--- src/include/csf_pkg.sv ---
// Package for the status flags register: bit positions, addresses, opcodes
package csf_pkg;
	localparam int          CSF_W         = 8;
	localparam int          CSF_AW        = 9;
	localparam int          CSF_FW        = 7;
	// Bit positions inside the status register
	localparam int          CSF_B_CARRY   = 0;
	localparam int          CSF_B_NIBBLE  = 1;
	localparam int          CSF_B_ZERO    = 2;
	localparam int          CSF_B_SLEEP   = 3;
	localparam int          CSF_B_WDOG    = 4;
	localparam int          CSF_B_BANK_LO = 5;
	localparam int          CSF_B_BANK_HI = 6;
	localparam int          CSF_B_IPAGE   = 7;
	localparam int          CSF_NIB       = 4;
	// Power-up value; the low three flags are unknown, taken as zero
	localparam logic [7:0]  CSF_POR_VAL   = 8'h18;
	// Bank bits cleared by a non power-up reset
	localparam logic [7:0]  CSF_BANK_MASK = 8'he0;
	// Bits that instruction data may never write
	localparam logic [7:0]  CSF_HW_MASK   = 8'h18;
	// Arithmetic flags
	localparam logic [7:0]  CSF_ARI_MASK  = 8'h07;
	// Register offset in bank 0 and its mirrors
	localparam logic [8:0]  CSF_ADDR_B0   = 9'h003;
	localparam logic [8:0]  CSF_ADDR_B1   = 9'h083;
	localparam logic [8:0]  CSF_ADDR_B2   = 9'h103;
	localparam logic [8:0]  CSF_ADDR_B3   = 9'h183;
	localparam logic [7:0]  CSF_ZERO8     = 8'h00;

	typedef enum logic [3:0] {
		CSF_OP_NOP,
		CSF_OP_ADD_WF,
		CSF_OP_ADD_LIT,
		CSF_OP_SUB_LIT,
		CSF_OP_SUB_WF,
		CSF_OP_AND_WF,
		CSF_OP_ROT_R,
		CSF_OP_ROT_L,
		CSF_OP_CLR_F,
		CSF_OP_BIT_CLR,
		CSF_OP_BIT_SET,
		CSF_OP_SWAP,
		CSF_OP_MOV_WF,
		CSF_OP_WDOG_CLR,
		CSF_OP_SLEEP
	} csf_op_t;
endpackage : csf_pkg

--- src/include/csf_alu_if.sv ---
// Interface carrying operands and flag results between core and ALU
`timescale 1ns/1ps
interface csf_alu_if;
	import csf_pkg::*;
	csf_op_t    op;
	logic [7:0] file_val;
	logic [7:0] w_val;
	logic [7:0] lit;
	logic [2:0] bit_idx;
	logic       carry_in;
	logic [7:0] result;
	logic       zero;
	logic       nibble;
	logic       carry;
	logic       upd_zero;
	logic       upd_nibble;
	logic       upd_carry;
	logic       to_file;

	modport core (output op, file_val, w_val, lit, bit_idx, carry_in,
		input result, zero, nibble, carry, upd_zero, upd_nibble, upd_carry, to_file);
	modport alu  (input op, file_val, w_val, lit, bit_idx, carry_in,
		output result, zero, nibble, carry, upd_zero, upd_nibble, upd_carry, to_file);
endinterface : csf_alu_if

--- src/rtl/csf_flags_alu.sv ---
// Combinational ALU producing the result and the arithmetic flags
`timescale 1ns/1ps
module csf_flags_alu (
	csf_alu_if.alu a
);
	import csf_pkg::*;

	logic [8:0] sum;
	logic [4:0] nsum;
	logic [7:0] addend;
	logic [7:0] base;
	logic       cin;

	// Subtraction adds the inverted subtrahend plus one, so carry means no borrow
	always_comb begin
		base   = a.file_val;
		addend = a.w_val;
		cin    = 1'b0;
		case (a.op)
			CSF_OP_ADD_LIT: base = a.lit;
			CSF_OP_SUB_LIT: begin
				base   = a.lit;
				addend = ~a.w_val;
				cin    = 1'b1;
			end
			CSF_OP_SUB_WF: begin
				addend = ~a.w_val;
				cin    = 1'b1;
			end
			default: ;
		endcase
		sum  = {1'b0, base} + {1'b0, addend} + {8'h00, cin};
		nsum = {1'b0, base[3:0]} + {1'b0, addend[3:0]} + {4'h0, cin};
	end

	// Result and which flags each operation touches
	always_comb begin
		a.result     = sum[7:0];
		a.carry      = sum[CSF_W];
		a.nibble     = nsum[CSF_NIB];
		a.upd_zero   = 1'b0;
		a.upd_nibble = 1'b0;
		a.upd_carry  = 1'b0;
		a.to_file    = 1'b1;
		case (a.op)
			CSF_OP_ADD_WF, CSF_OP_ADD_LIT, CSF_OP_SUB_LIT, CSF_OP_SUB_WF: begin
				a.upd_zero   = 1'b1;
				a.upd_nibble = 1'b1;
				a.upd_carry  = 1'b1;
			end
			CSF_OP_AND_WF: begin
				a.result   = a.file_val & a.w_val;
				a.upd_zero = 1'b1;
			end
			CSF_OP_ROT_R: begin
				a.result    = {a.carry_in, a.file_val[7:1]};
				a.carry     = a.file_val[0];
				a.upd_carry = 1'b1;
			end
			CSF_OP_ROT_L: begin
				a.result    = {a.file_val[6:0], a.carry_in};
				a.carry     = a.file_val[7];
				a.upd_carry = 1'b1;
			end
			CSF_OP_CLR_F: begin
				a.result   = CSF_ZERO8;
				a.upd_zero = 1'b1;
			end
			// No flag effects for these, so they edit the status safely
			CSF_OP_BIT_CLR: a.result = a.file_val & ~(8'h01 << a.bit_idx);
			CSF_OP_BIT_SET: a.result = a.file_val | (8'h01 << a.bit_idx);
			CSF_OP_SWAP:    a.result = {a.file_val[3:0], a.file_val[7:4]};
			CSF_OP_MOV_WF:  a.result = a.w_val;
			default:        a.to_file = 1'b0;
		endcase
		a.zero = (a.result == CSF_ZERO8);
	end
endmodule : csf_flags_alu

--- src/rtl/csf_status_reg.sv ---
// Processor status register with its flag logic and bank address decode
`timescale 1ns/1ps
module csf_status_reg (
	input  wire logic            clk,
	input  wire logic            resetn,
	input  wire logic            op_valid,
	input  wire csf_pkg::csf_op_t op_code,
	input  wire logic [6:0]      op_file_addr,
	input  wire logic            op_dest_file,
	input  wire logic [7:0]      op_literal,
	input  wire logic [2:0]      op_bit_idx,
	input  wire logic [7:0]      file_rd_data,
	input  wire logic [7:0]      w_data,
	input  wire logic [7:0]      indirect_ptr,
	input  wire logic            watchdog_expired,
	input  wire logic            warm_reset,
	output logic [7:0]           status_q,
	output logic [8:0]           direct_addr,
	output logic [8:0]           indirect_addr,
	output logic                 status_hit,
	output logic [7:0]           result_data,
	output logic                 file_wr,
	output logic                 w_wr
);
	import csf_pkg::*;

	typedef struct packed {
		logic [1:0] sync;
	} csf_sync_t;

	typedef struct packed {
		logic [7:0] status;
		logic [7:0] result;
		logic       file_wr;
		logic       w_wr;
	} csf_state_t;

	csf_sync_t  sync_ff;
	csf_sync_t  nxt_sync;
	csf_state_t st_ff;
	csf_state_t nxt_st;
	logic       rst_n;
	logic [7:0] st_view;
	logic [7:0] after_write;
	logic       targets_status;

	csf_alu_if alu_bus ();

	csf_flags_alu u_alu (
		.a (alu_bus.alu)
	);

	// Reset release passes two flops so deassertion is clean for every flop below
	always_comb begin
		nxt_sync.sync = {sync_ff.sync[0], 1'b1};
	end

	always_ff @(posedge clk or negedge resetn) begin
		if (!resetn) begin
			sync_ff <= '0;
		end else begin
			sync_ff <= nxt_sync;
		end
	end

	assign rst_n = sync_ff.sync[1];

	// Address composition from bank and page bits
	assign st_view        = st_ff.status;
	assign direct_addr    = {st_view[CSF_B_BANK_HI], st_view[CSF_B_BANK_LO], op_file_addr};
	assign indirect_addr  = {st_view[CSF_B_IPAGE], indirect_ptr};
	// Mirrored in every bank, so software never needs to switch bank to reach it
	assign targets_status = (direct_addr == CSF_ADDR_B0) || (direct_addr == CSF_ADDR_B1) ||
	                        (direct_addr == CSF_ADDR_B2) || (direct_addr == CSF_ADDR_B3);
	assign status_hit     = targets_status;

	// Operands to the ALU; the status is read straight from the flops when targeted
	always_comb begin
		alu_bus.op       = op_valid ? op_code : CSF_OP_NOP;
		alu_bus.file_val = targets_status ? st_view : file_rd_data;
		alu_bus.w_val    = w_data;
		alu_bus.lit      = op_literal;
		alu_bus.bit_idx  = op_bit_idx;
		alu_bus.carry_in = st_view[CSF_B_CARRY];
	end

	// Next state of the register and of the result strobes
	always_comb begin
		nxt_st         = st_ff;
		nxt_st.file_wr = 1'b0;
		nxt_st.w_wr    = 1'b0;
		after_write    = st_view;
		if (op_valid && alu_bus.to_file) begin
			nxt_st.result = alu_bus.result;
			// Literal ops have no file operand, so their result always lands in W
			if ((op_dest_file && op_code != CSF_OP_ADD_LIT &&
			     op_code != CSF_OP_SUB_LIT) ||
			    op_code == CSF_OP_CLR_F || op_code == CSF_OP_MOV_WF ||
			    op_code == CSF_OP_BIT_CLR || op_code == CSF_OP_BIT_SET) begin
				// Status is just another file destination, hardware bits masked off
				if (targets_status) begin
					after_write = (alu_bus.result & ~CSF_HW_MASK) |
					              (st_view & CSF_HW_MASK);
					// A flag-setting op keeps its data off all three flags, so
					// the flags that it does not compute stay as they were
					if (alu_bus.upd_zero || alu_bus.upd_nibble || alu_bus.upd_carry) begin
						after_write = (after_write & ~CSF_ARI_MASK) |
						              (st_view & CSF_ARI_MASK);
					end
				end else begin
					nxt_st.file_wr = 1'b1;
				end
			end else begin
				nxt_st.w_wr = 1'b1;
			end
		end
		// Flag logic overrides the data write in each of the low three bits that the op updates
		if (op_valid && alu_bus.upd_zero) begin
			after_write[CSF_B_ZERO] = alu_bus.zero;
		end
		if (op_valid && alu_bus.upd_nibble) begin
			after_write[CSF_B_NIBBLE] = alu_bus.nibble;
		end
		if (op_valid && alu_bus.upd_carry) begin
			after_write[CSF_B_CARRY] = alu_bus.carry;
		end
		// Hardware events on the reset-cause flags
		if (op_valid && op_code == CSF_OP_WDOG_CLR) begin
			after_write[CSF_B_WDOG]  = 1'b1;
			after_write[CSF_B_SLEEP] = 1'b1;
		end
		if (op_valid && op_code == CSF_OP_SLEEP) begin
			after_write[CSF_B_WDOG]  = 1'b1;
			after_write[CSF_B_SLEEP] = 1'b0;
		end
		// Expiry wins over a same-cycle clear so the time-out is never lost
		if (watchdog_expired) begin
			after_write[CSF_B_WDOG] = 1'b0;
		end
		nxt_st.status = after_write;
		// A warm reset clears bank bits and keeps the flags, aborting the instruction
		if (warm_reset) begin
			nxt_st.status  = st_view & ~CSF_BANK_MASK;
			if (watchdog_expired) begin
				nxt_st.status[CSF_B_WDOG] = 1'b0;
			end
			nxt_st.file_wr = 1'b0;
			nxt_st.w_wr    = 1'b0;
		end
	end

	// Power-up value comes from the synchronised reset
	always_ff @(posedge clk or negedge rst_n) begin
		if (!rst_n) begin
			st_ff <= '{status: CSF_POR_VAL, result: CSF_ZERO8, file_wr: 1'b0, w_wr: 1'b0};
		end else begin
			st_ff <= nxt_st;
		end
	end

	assign status_q    = st_ff.status;
	assign result_data = st_ff.result;
	assign file_wr     = st_ff.file_wr;
	assign w_wr        = st_ff.w_wr;

	// Assertions next to the logic they guard
	chk_status_mirror: assert property (@(posedge clk) disable iff (!rst_n)
		status_hit == (op_file_addr == CSF_ADDR_B0[6:0]))
		else $error("status not decoded at a mirrored address");

	chk_direct_bank: assert property (@(posedge clk) disable iff (!rst_n)
		direct_addr[8:7] == status_q[CSF_B_BANK_HI:CSF_B_BANK_LO])
		else $error("direct bank does not follow bank bits");

	chk_indirect_page: assert property (@(posedge clk) disable iff (!rst_n)
		indirect_addr[8] == status_q[CSF_B_IPAGE])
		else $error("indirect page does not follow page bit");

	chk_hw_bits_locked: assert property (@(posedge clk) disable iff (!rst_n)
		(op_valid && op_code == CSF_OP_MOV_WF && status_hit && !warm_reset && !watchdog_expired)
		|=> $stable(status_q[CSF_B_WDOG:CSF_B_SLEEP]))
		else $error("instruction data reached reset-cause flags");

	chk_clear_pattern: assert property (@(posedge clk) disable iff (!rst_n)
		(op_valid && op_code == CSF_OP_CLR_F && status_hit && !warm_reset && !watchdog_expired)
		|=> (status_q[7:5] == 3'h0) && status_q[CSF_B_ZERO] &&
		    (status_q[4:3] == $past(status_q[4:3])) &&
		    (status_q[1:0] == $past(status_q[1:0])))
		else $error("clear of status left wrong pattern");

	chk_sub_no_borrow: assert property (@(posedge clk) disable iff (!rst_n)
		(op_valid && op_code == CSF_OP_SUB_WF && !warm_reset && (file_rd_data >= w_data) &&
		 !status_hit) |=> status_q[CSF_B_CARRY])
		else $error("subtract without borrow left carry clear");

	chk_add_carry: assert property (@(posedge clk) disable iff (!rst_n)
		(op_valid && op_code == CSF_OP_ADD_WF && !warm_reset && !status_hit)
		|=> status_q[CSF_B_CARRY] ==
		    (({1'b0, $past(file_rd_data)} + {1'b0, $past(w_data)}) > 9'h0ff))
		else $error("carry does not match add overflow");

	chk_rot_right: assert property (@(posedge clk) disable iff (!rst_n)
		(op_valid && op_code == CSF_OP_ROT_R && !warm_reset && !status_hit)
		|=> status_q[CSF_B_CARRY] == $past(file_rd_data[0]))
		else $error("right rotate did not load low bit into carry");

	chk_swap_flags: assert property (@(posedge clk) disable iff (!rst_n)
		(op_valid && op_code == CSF_OP_SWAP && !warm_reset && !status_hit)
		|=> $stable(status_q[2:0]))
		else $error("nibble swap altered arithmetic flags");

	chk_sleep_flags: assert property (@(posedge clk) disable iff (!rst_n)
		(op_valid && op_code == CSF_OP_SLEEP && !watchdog_expired && !warm_reset)
		|=> status_q[CSF_B_WDOG] && !status_q[CSF_B_SLEEP])
		else $error("sleep did not set time-out and clear sleep flag");

	chk_expiry: assert property (@(posedge clk) disable iff (!rst_n)
		watchdog_expired |=> !status_q[CSF_B_WDOG])
		else $error("watchdog expiry not recorded");

	chk_zero_flag: assert property (@(posedge clk) disable iff (!rst_n)
		(op_valid && op_code == CSF_OP_AND_WF && !warm_reset && !status_hit)
		|=> status_q[CSF_B_ZERO] == (($past(file_rd_data) & $past(w_data)) == 8'h00))
		else $error("zero flag wrong after logic op");

	chk_nibble_carry: assert property (@(posedge clk) disable iff (!rst_n)
		(op_valid && op_code == CSF_OP_ADD_LIT && !warm_reset)
		|=> status_q[CSF_B_NIBBLE] == (({1'b0, $past(op_literal[3:0])} +
		    {1'b0, $past(w_data[3:0])}) > 5'h0f))
		else $error("nibble carry wrong after literal add");

	chk_sub_twos: assert property (@(posedge clk) disable iff (!rst_n)
		(op_valid && op_code == CSF_OP_SUB_LIT && !warm_reset)
		|=> result_data == $past(op_literal) - $past(w_data))
		else $error("literal subtract result wrong");

	chk_flag_override: assert property (@(posedge clk) disable iff (!rst_n)
		(op_valid && op_code == CSF_OP_ADD_WF && op_dest_file && status_hit && !warm_reset)
		|=> status_q[CSF_B_ZERO] == (result_data == 8'h00) && !file_wr)
		else $error("flag logic did not override status write");

	chk_rot_left: assert property (@(posedge clk) disable iff (!rst_n)
		(op_valid && op_code == CSF_OP_ROT_L && !warm_reset && !status_hit)
		|=> status_q[CSF_B_CARRY] == $past(file_rd_data[7]))
		else $error("left rotate did not load high bit into carry");

	chk_sub_borrow: assert property (@(posedge clk) disable iff (!rst_n)
		(op_valid && !warm_reset && !status_hit &&
		 ((op_code == CSF_OP_SUB_WF && file_rd_data < w_data) ||
		  (op_code == CSF_OP_SUB_LIT && op_literal < w_data)))
		|=> !status_q[CSF_B_CARRY])
		else $error("subtract with borrow left carry set");

	chk_sub_nibble: assert property (@(posedge clk) disable iff (!rst_n)
		(op_valid && op_code == CSF_OP_SUB_WF && !warm_reset && !status_hit &&
		 (file_rd_data[3:0] < w_data[3:0]))
		|=> !status_q[CSF_B_NIBBLE])
		else $error("digit borrow left nibble carry set");

	chk_wdog_clear: assert property (@(posedge clk) disable iff (!rst_n)
		(op_valid && op_code == CSF_OP_WDOG_CLR && !warm_reset && !watchdog_expired)
		|=> status_q[CSF_B_WDOG] && status_q[CSF_B_SLEEP])
		else $error("watchdog clear did not set both reset-cause flags");

	chk_warm_banks: assert property (@(posedge clk) disable iff (!rst_n)
		warm_reset |=> (status_q[CSF_B_IPAGE:CSF_B_BANK_LO] == 3'h0) && !file_wr && !w_wr)
		else $error("warm reset left bank bits or a write strobe");

	chk_literal_to_w: assert property (@(posedge clk) disable iff (!rst_n)
		(op_valid && !warm_reset && (op_code == CSF_OP_ADD_LIT || op_code == CSF_OP_SUB_LIT))
		|=> w_wr && !file_wr)
		else $error("literal op result not sent to W");

	chk_status_no_fwr: assert property (@(posedge clk) disable iff (!rst_n)
		(op_valid && status_hit) |=> !file_wr)
		else $error("file write strobe raised for the status address");

	chk_strobes_excl: assert property (@(posedge clk) disable iff (!rst_n)
		!(file_wr && w_wr))
		else $error("file and W write strobes raised together");

	chk_bits_flags: assert property (@(posedge clk) disable iff (!rst_n)
		(op_valid && !warm_reset && !status_hit && (op_code == CSF_OP_BIT_CLR ||
		 op_code == CSF_OP_BIT_SET || op_code == CSF_OP_MOV_WF))
		|=> $stable(status_q[CSF_B_ZERO:CSF_B_CARRY]))
		else $error("bit or move op altered arithmetic flags");

	chk_idle_hold: assert property (@(posedge clk) disable iff (!rst_n)
		(!op_valid && !warm_reset && !watchdog_expired) |=> $stable(status_q))
		else $error("status changed with no instruction or event");
endmodule : csf_status_reg

--- config.mk ---
export PLATFORM = sky130hd
export DESIGN_NAME = csf_status_reg
export DESIGN_NICKNAME = d
export VERILOG_FILES = /design/src/include/csf_pkg.sv /design/src/include/csf_alu_if.sv /design/src/rtl/csf_flags_alu.sv /design/src/rtl/csf_status_reg.sv
export SDC_FILE = /design/constraint.sdc
export NUM_CORES = 1
export LEC_CHECK = 0
export ABC_AREA = 0
export BUFFER_PORTS_ARGS = -buffer_cell sky130_fd_sc_hd__buf_2
export CELL_PAD_IN_SITES_DETAIL_PLACEMENT = 1
export CELL_PAD_IN_SITES_GLOBAL_PLACEMENT = 1
export CORE_ASPECT_RATIO = 1.4
export CORE_MARGIN = 4
export CORE_UTILIZATION = 30
export DETAILED_ROUTE_END_ITERATION = 12
export HOLD_SLACK_MARGIN = 0.05
export PLACE_DENSITY = 0.81
export SYNTH_ARGS = -nofsm -noshare
export SYNTH_HDL_FRONTEND = slang
export SYNTH_SLANG_ARGS = --single-unit
--- constraint.sdc ---
create_clock -name clk -period 1.3 [get_ports clk]
set_clock_uncertainty 0.05 [all_clocks]
set_input_delay 0.26 -clock clk [delete_from_list [all_inputs] [get_ports clk]]
set_output_delay 0.26 -clock clk [all_outputs]
set_load 0.03 [all_outputs]
==> out/metrics.cfg, run 1 <==
[run_status]
status=complete, but fails checks
violations=negative setup slack

[floorplan]
die_height_um=116
ios=89
coreArea_um2=8150
die-width_um=85.2
dieArea_um2=9880
rows=39
initial_core_util=0.307

[detailed_routing]
drc=0
vias=3479
drt_iter0_drc=288
wirelength_mm=14.2
drtAntennaViolNets=0
viasPerCell=5.78
drtPass1Iterations=5
detail_route.wl_per_cell_um=23.6

[logic_synthesis]
ys_top_cells_by_area=dfrtp_1 18%, buf_4 5.7%, nor2_1 5.3%
synth.distinct_cells=73
yosysTopAreaCell=dfrtp_1
ys.warnings.count=0
ys_seq_elements=20
yosys_most_used_dff=dfrtp_1
synth_cells=327
syn-cell-area_um2=2500
ys_seq_area_frac=0.201
synth_fp_nets=387
synth.avg_cell_area_um2=7.64
synth_edf_count=0
synthArstFlopShare=1.00
synth_top_area_frac=0.180

[cts]
h-tree-depth=1
cts_root_buffer=clkbuf_16
insertion_delay_ps=260
numCtsBuffers=3
cts_tree=built
clock-sinks=20
path_clk_slew_ps=60
cts.path.max_buffers=2

[critical_path]
critPathBufInv=2
path_delay_family=compound AO/OA/AOI/OAI gates
worst_ep_required_time_ps=1410
cp.arrival_ps=3200
end_kind=flip-flop
critical_path.max_fanout=3
crit_type=primary input to flip-flop
critPathMaxStageDelay_ps=560
crit_path_start_kind=primary input
path_cells=buf_8 > or4_4 > o21ai_4 > and2_4 > nand2_2 > o21a_4 > inv_2 > fa_2 > nor2b_2 > o21ai_1 > nand2b_1 > a311oi_2 > xnor2_1 > a22o_1 > nand4bb_1 > o41ai_2
cpMaxStageDelayCell=or4_4

[power]
power_leakage_uw=0.00203
p_per_area_nw_per_um2=860
total_power_uw=3840
vdd_drop_max_mv=1.32

[layout]
nNetsFinal=561
diodes=0
final_area_um2=4470
final_util=0.548
syn_to_final_growth_pct=78.7
layout-drive-gt1-share=0.562

[sta]
setup_viol=22
min_period_ps=3100
rsz0062_at_grt=yes
finalMaxSlewViolations=0
fin_setup_tns_ps=-22380
max_freq_ghz=0.323
post-route-period-util=2.38
final.setup.worst_slack_ps=-1800
final-hold-violation-count=0
max_slew_margin=0.523
tightest_slew_ps=709

[global_routing]
grt_pass1_vias=3652
track_usage=0.256
antenna_found_initial=0
overflow=0
grt_max_degree=19
grt_pass1_wl_mm=19.7

[min_path]
hp-class=flip-flop to asynchronous set/reset pin

[run]
cap_violations=0

[placed_design]
post_dp_cell_area_um2=3690
gp_congestion=0.950
place.port_buffers=72
place_hpwl_mm=9.11

==> cells in the final DEF (no fill, tap or decap), types with 4 or more instances in the layout <==
master,n
ha_1,5
nand3_1,8
buf_6,29
mux2_4,6
nor3_1,4
o21ai_1,6
o21ai_4,4
dfrtp_1,18
nor3b_1,4
xor2_1,9
inv_1,5
buf_2,60
o21ai_2,6
nand2b_1,6
o211ai_1,4
nor2_1,32
o21ai_0,13
nand2_2,5
or3_1,4
a221oi_1,5
nand2_1,20
buf_4,107
a21oi_1,23
nand3b_1,7
==> repair_timing <==
item	4_1_cts	5_1_grt
gates resized for setup	76	43
setup endpoints to repair	24	26
hold buffers	1	0
endpoints found under the hold margin	2	0
setup buffers	10	14
gates cloned	1	0
pin swaps	17	24
==> kinds of logic (layout without fill, tap and decap cells) <==
kind of cell | count (synthesis) | after routing | synth area share
AND/OR/NAND/NOR | 130 | 130 | 0.283
AO/OA/AOI/OAI | 97 | 97 | 0.259
buffers and inverters | 41 | 214 | 0.0926
flip-flops | 20 | 20 | 0.201
multiplexers | 16 | 16 | 0.0711
XOR/XNOR | 14 | 14 | 0.0491
adder cells (fa/ha/maj) | 8 | 8 | 0.0430
other | 1 | 1 | 0.00150
==> through the flow <==
step / setup slack [ps] / instances / hold slack, ps
2_1_floorplan: -1650 / 327 / -85.6
3_3_place_gp: -1870 / 579 / -3.22
3_5_place_dp: -1960 / 579 / -2.24
4_1_cts: -1660 / 594 / 52.1
5_1_grt: -1880 / 602 / 70.3
6_report: -1800 / 602 / 52.0
==> registers in the layout, summed over array words and instances (netlist names) <==
name         cells
file_wr          1
sync_ff          2
status_q         8
result_data      8
w_wr             1
==> layer usage <==
metal	GRT usage	routed length [µm]
met3	0.0284	797
met5	0	0
met4	0.132	888
met1	0.274	4990
met2	0.488	7560
==> cells in the mapped netlist (2+ instances only) <==
cell type / n
or3_1: 4
o21ai_0: 23
nand2_1: 25
a311oi_1: 2
a21oi_1: 25
nor2b_1: 4
mux2i_1: 7
a21o_1: 2
o21a_1: 2
dfrtp_1: 18
buf_1: 4
and2_1: 3
nand3b_1: 7
buf_2: 5
o21ai_1: 3
o21ai_2: 3
a211oi_1: 3
a32oi_1: 2
dfstp_2: 2
ha_1: 7
nand4b_1: 2
o211ai_1: 4
xor2_1: 11
and3b_1: 2
nor2_1: 35
nand2b_1: 6
a22oi_1: 3
a221oi_1: 5
xnor2_1: 3
inv_1: 6
a22o_1: 2
nor3_1: 7
mux2_2: 7
buf_4: 19
nand4bb_1: 2
a31oi_1: 4
nand3_1: 11
nor3b_1: 7
clkbuf_1: 5
o31a_1: 2
==> power breakdown <==
part / switching (µW) / leakage [µW] / total (µW) / internal (µW)
clock network: 251 / 0.0000511 / 863 / 612
logic: 1170 / 0.00173 / 2160 / 990
registers: 86.5 / 0.000246 / 821 / 734
==> worst paths after layout <==
| kind | startpoint | endpoint | slack (ps) | depth (start not counted) |
|---|---|---|---|---|
| setup / recovery | op_file_addr[2] | status_q[2] | -1800 | 16 |
| hold / removal | sync_ff[1] | status_q[5] | 50 | 0 |
| setup reg to reg | status_q[1] | status_q[2] | -1530 | 12 |
| hold reg to reg | sync_ff[1] | status_q[5] | 50 | 0 |
| max in group asynchronous | sync_ff[1] | status_q[4] | 600 | 1 |
| min in group clk | watchdog_expired | status_q[4] | 80 | 2 |
==> area by class of cell <==
type	instances	area [µm²]
sequential	20	503
multi-input combinational	266	2150
tap	102	128
fill	967	3680
inverter	8	35.0
timing repair buffer	202	1550
clock buffer	3	75.1
clock inverter	1	30.0
(Power assumes the default switching activity.)
==> run 2: changes to the inputs <==
--- a/config.mk
+++ b/config.mk
@@ -8,3 +8,3 @@
 export ABC_AREA = 0
-export BUFFER_PORTS_ARGS = -buffer_cell sky130_fd_sc_hd__buf_2
+export BUFFER_PORTS_ARGS = -buffer_cell sky130_fd_sc_hd__buf_4
 export CELL_PAD_IN_SITES_DETAIL_PLACEMENT = 1
@@ -17,2 +17,3 @@
 export PLACE_DENSITY = 0.81
+export SKIP_CTS_REPAIR_TIMING = 1
 export SYNTH_ARGS = -nofsm -noshare
==> constraint.sdc (replaced) <==
create_clock -name clk -period 1.3 [get_ports clk]
set_clock_uncertainty 0.05 [all_clocks]
set_input_delay 0.065 -clock clk [delete_from_list [all_inputs] [get_ports clk]]
set_output_delay 0.065 -clock clk [all_outputs]
set_load 0.03 [all_outputs]
==> out/metrics.cfg, run 2 (synthesized netlist as in run 1, its figures left out) <==
[power]
p_seq_frac=0.235  ; was 0.214
p_sw_uw=1340  ; was 1500 µW
switching_share=0.386  ; was 0.392
intPower_uw=2140  ; was 2340 µW
p_per_area_nw_per_um2=817  ; was 860 nW/µm²
total_power_uw=3480  ; was 3840 µW
clockPowerShare=0.202  ; was 0.225
vdd_drop_max_mv=0.705  ; was 1.32 mV
p_comb_frac=0.564  ; was 0.562
power_leakage_uw=0.00191  ; was 0.00203 µW

[floorplan]
dieArea_um2=9880  ; unchanged
die_height_um=116  ; unchanged
coreArea_um2=8150  ; unchanged
ios=89  ; unchanged
die-width_um=85.2  ; unchanged
rows=39  ; unchanged
initial_core_util=0.307  ; unchanged

[detailed_routing]
detail_route.wl_per_cell_um=20.8  ; was 23.6 µm
drc=0  ; unchanged
drtPass1Iterations=4  ; was 5
drtAntennaViolNets=0  ; unchanged
drt_iter0_drc=263  ; was 288
vias=3277  ; was 3479
viasPerCell=5.59  ; was 5.78
wirelength_mm=12.2  ; was 14.2 mm

[critical_path]
crit_path_start_kind=primary input  ; unchanged
end_kind=flip-flop  ; unchanged
path_delay_family=compound AO/OA/AOI/OAI gates  ; unchanged
worst_ep_required_time_ps=1400  ; was 1410 ps
critPathBufInv=1  ; was 2
cpMaxStageDelayCell=or4_4  ; unchanged
crit_cells=12  ; was 16
critical_path.max_fanout=3  ; unchanged
r2r_start=status_q[0]  ; was status_q[1]
reg2regPathDepth=12  ; unchanged
crit_top_cell=and2_1
path_cells=buf_6 > or4_4 > o21ai_1 > and2_1 > a21oi_1 > ha_1 > and2_1 > a311oi_2 > xnor2_1 > a22o_1 > nand4bb_1 > o41ai_1  ; was buf_8 > or4_4 > o21ai_4 > and2_4 > nand2_2 > o21a_4 > inv_2 > fa_2 > nor2b_2 > o21ai_1 > nand2b_1 > a311oi_2 > xnor2_1 > a22o_1 > nand4bb_1 > o41ai_2
critPathMaxStageDelay_ps=570  ; was 560 ps
crit_start=op_file_addr[2]  ; unchanged
cp.arrival_ps=2910  ; was 3200 ps
crit_type=primary input to flip-flop  ; unchanged

[placed_design]
place_hpwl_mm=9.46  ; was 9.11 mm
place.port_buffers=72  ; unchanged
gp_congestion=0.915  ; was 0.950
post_dp_cell_area_um2=3810  ; was 3690 µm²

[global_routing]
grt_pass1_vias=3459  ; was 3652
antenna_found_initial=0  ; unchanged
overflow=0  ; unchanged
grt_pass1_wl_mm=17.5  ; was 19.7 mm
track_usage=0.225  ; was 0.256
grt_max_degree=26  ; was 19

[layout]
layout_commonest_cell=buf_4  ; unchanged
final_area_um2=4270  ; was 4470 µm²
diodes=0  ; unchanged
nNetsFinal=545  ; was 561
layout-drive-gt1-share=0.517  ; was 0.562
syn_to_final_growth_pct=70.7  ; was 78.7%
final_cell_mix=172 x buf_4, 34 x nor2_1, 23 x a21oi_1, 23 x nand2_1, 18 x dfrtp_1  ; was 107 x buf_4, 60 x buf_2, 32 x nor2_1, 29 x buf_6, 23 x a21oi_1

[cts]
cts_root_buffer=clkbuf_16  ; unchanged
insertion_delay_ps=260  ; about the same
cts_tree=built  ; unchanged
cts.path.max_buffers=2  ; unchanged
numCtsBuffers=3  ; unchanged
h-tree-depth=1  ; unchanged
path_clk_slew_ps=50  ; was 60 ps
clock-sinks=20  ; unchanged

[sta]
final.setup.worst_slack_ps=-1510  ; was -1800 ps
post-route-period-util=2.17  ; was 2.38
max_freq_ghz=0.355  ; was 0.323 GHz
setup_viol=15  ; was 22
rsz0062_at_grt=yes  ; unchanged
max_slew_margin=0.604  ; was 0.523
min_period_ps=2810  ; was 3100 ps
tightest_slew_ps=587  ; was 709 ps
final-hold-violation-count=0  ; unchanged
finalMaxSlewViolations=0  ; unchanged

[run]
cap_violations=0  ; unchanged

[min_path]
hp-class=flip-flop to asynchronous set/reset pin  ; unchanged

[run_status]
status=complete, but fails checks  ; unchanged
violations=negative setup slack  ; unchanged

==> run 2: cell types whose count changed in the layout (fill, tap and decap cells not counted), sizes merged <==
cell / previous run / this run
dlygate4sd3: 1 / 2
bufbuf: 1 / 0
clkbuf: 3 / 5
bufinv: 1 / 0
buf: 200 / 183
==> run 2: routing by layer <==
metal	GRT usage	up-vias	share of wire
met5	0	-	0
met4	0.105	0	0.054
met3	0.0178	51	0.045
met2	0.432	140	0.52
met1	0.246	1587	0.38
li1	-	1499	-
==> run 2: worst paths after layout <==
kind                                    end  slack (ps)
max reg2reg                     status_q[2]       -1450
max                             status_q[2]       -1510
min reg2reg                  result_data[5]          30
min in group clk           indirect_addr[0]          80
min                          result_data[5]          30
max in group asynchronous       status_q[4]         660
==> run 2: final cells by class <==
| class | count | area, µm² |
|---|---|---|
| fill | 971 | 3880 |
| multi-input combinational | 266 | 2040 |
| timing repair buffer | 186 | 1470 |
| sequential | 20 | 503 |
| tap | 102 | 128 |
| clock buffer | 4 | 88.8 |
| inverter | 8 | 35.0 |
==> run 2: stage by stage <==
stage	setup TNS, ps	worst slack (ps)	util	cells	hold slack [ps]
after CTS	-17490	-1490	0.479	576	-479
after floorplan	-16070	-1450	-	327	-281
after detailed placement	-21880	-1750	0.468	572	-201
after global placement	-20540	-1630	0.468	572	-201
final	-17420	-1510	0.524	586	29.0
after global routing	-19010	-1660	0.524	586	54.1
==> run 2: worst register-to-register path: stages (launching register included) <==
cell and delay, ps:
dfrtp_1 380, nand3_1 140, a31oi_2 340, nor2_1 100, fa_2 360, nor2b_1 120
o21ai_1 80, nand2b_1 110, a311oi_2 130, xnor2_1 220, a22o_1 220, nand4bb_1 130
o41ai_1 260
==> run 2: power groups by stage <==
| stage | logic [µW] | registers [µW] | clock network [µW] |
|---|---|---|---|
| 3_3_place_gp | 1710 | 819 | 0 |
| 5_1_grt | 2090 | 830 | 747 |
| 3_5_place_dp | 1760 | 818 | 0 |
| 2_1_floorplan | 766 | 1020 | 0 |
| 6_report | 1960 | 817 | 703 |
| 4_1_cts | 1780 | 811 | 727 |
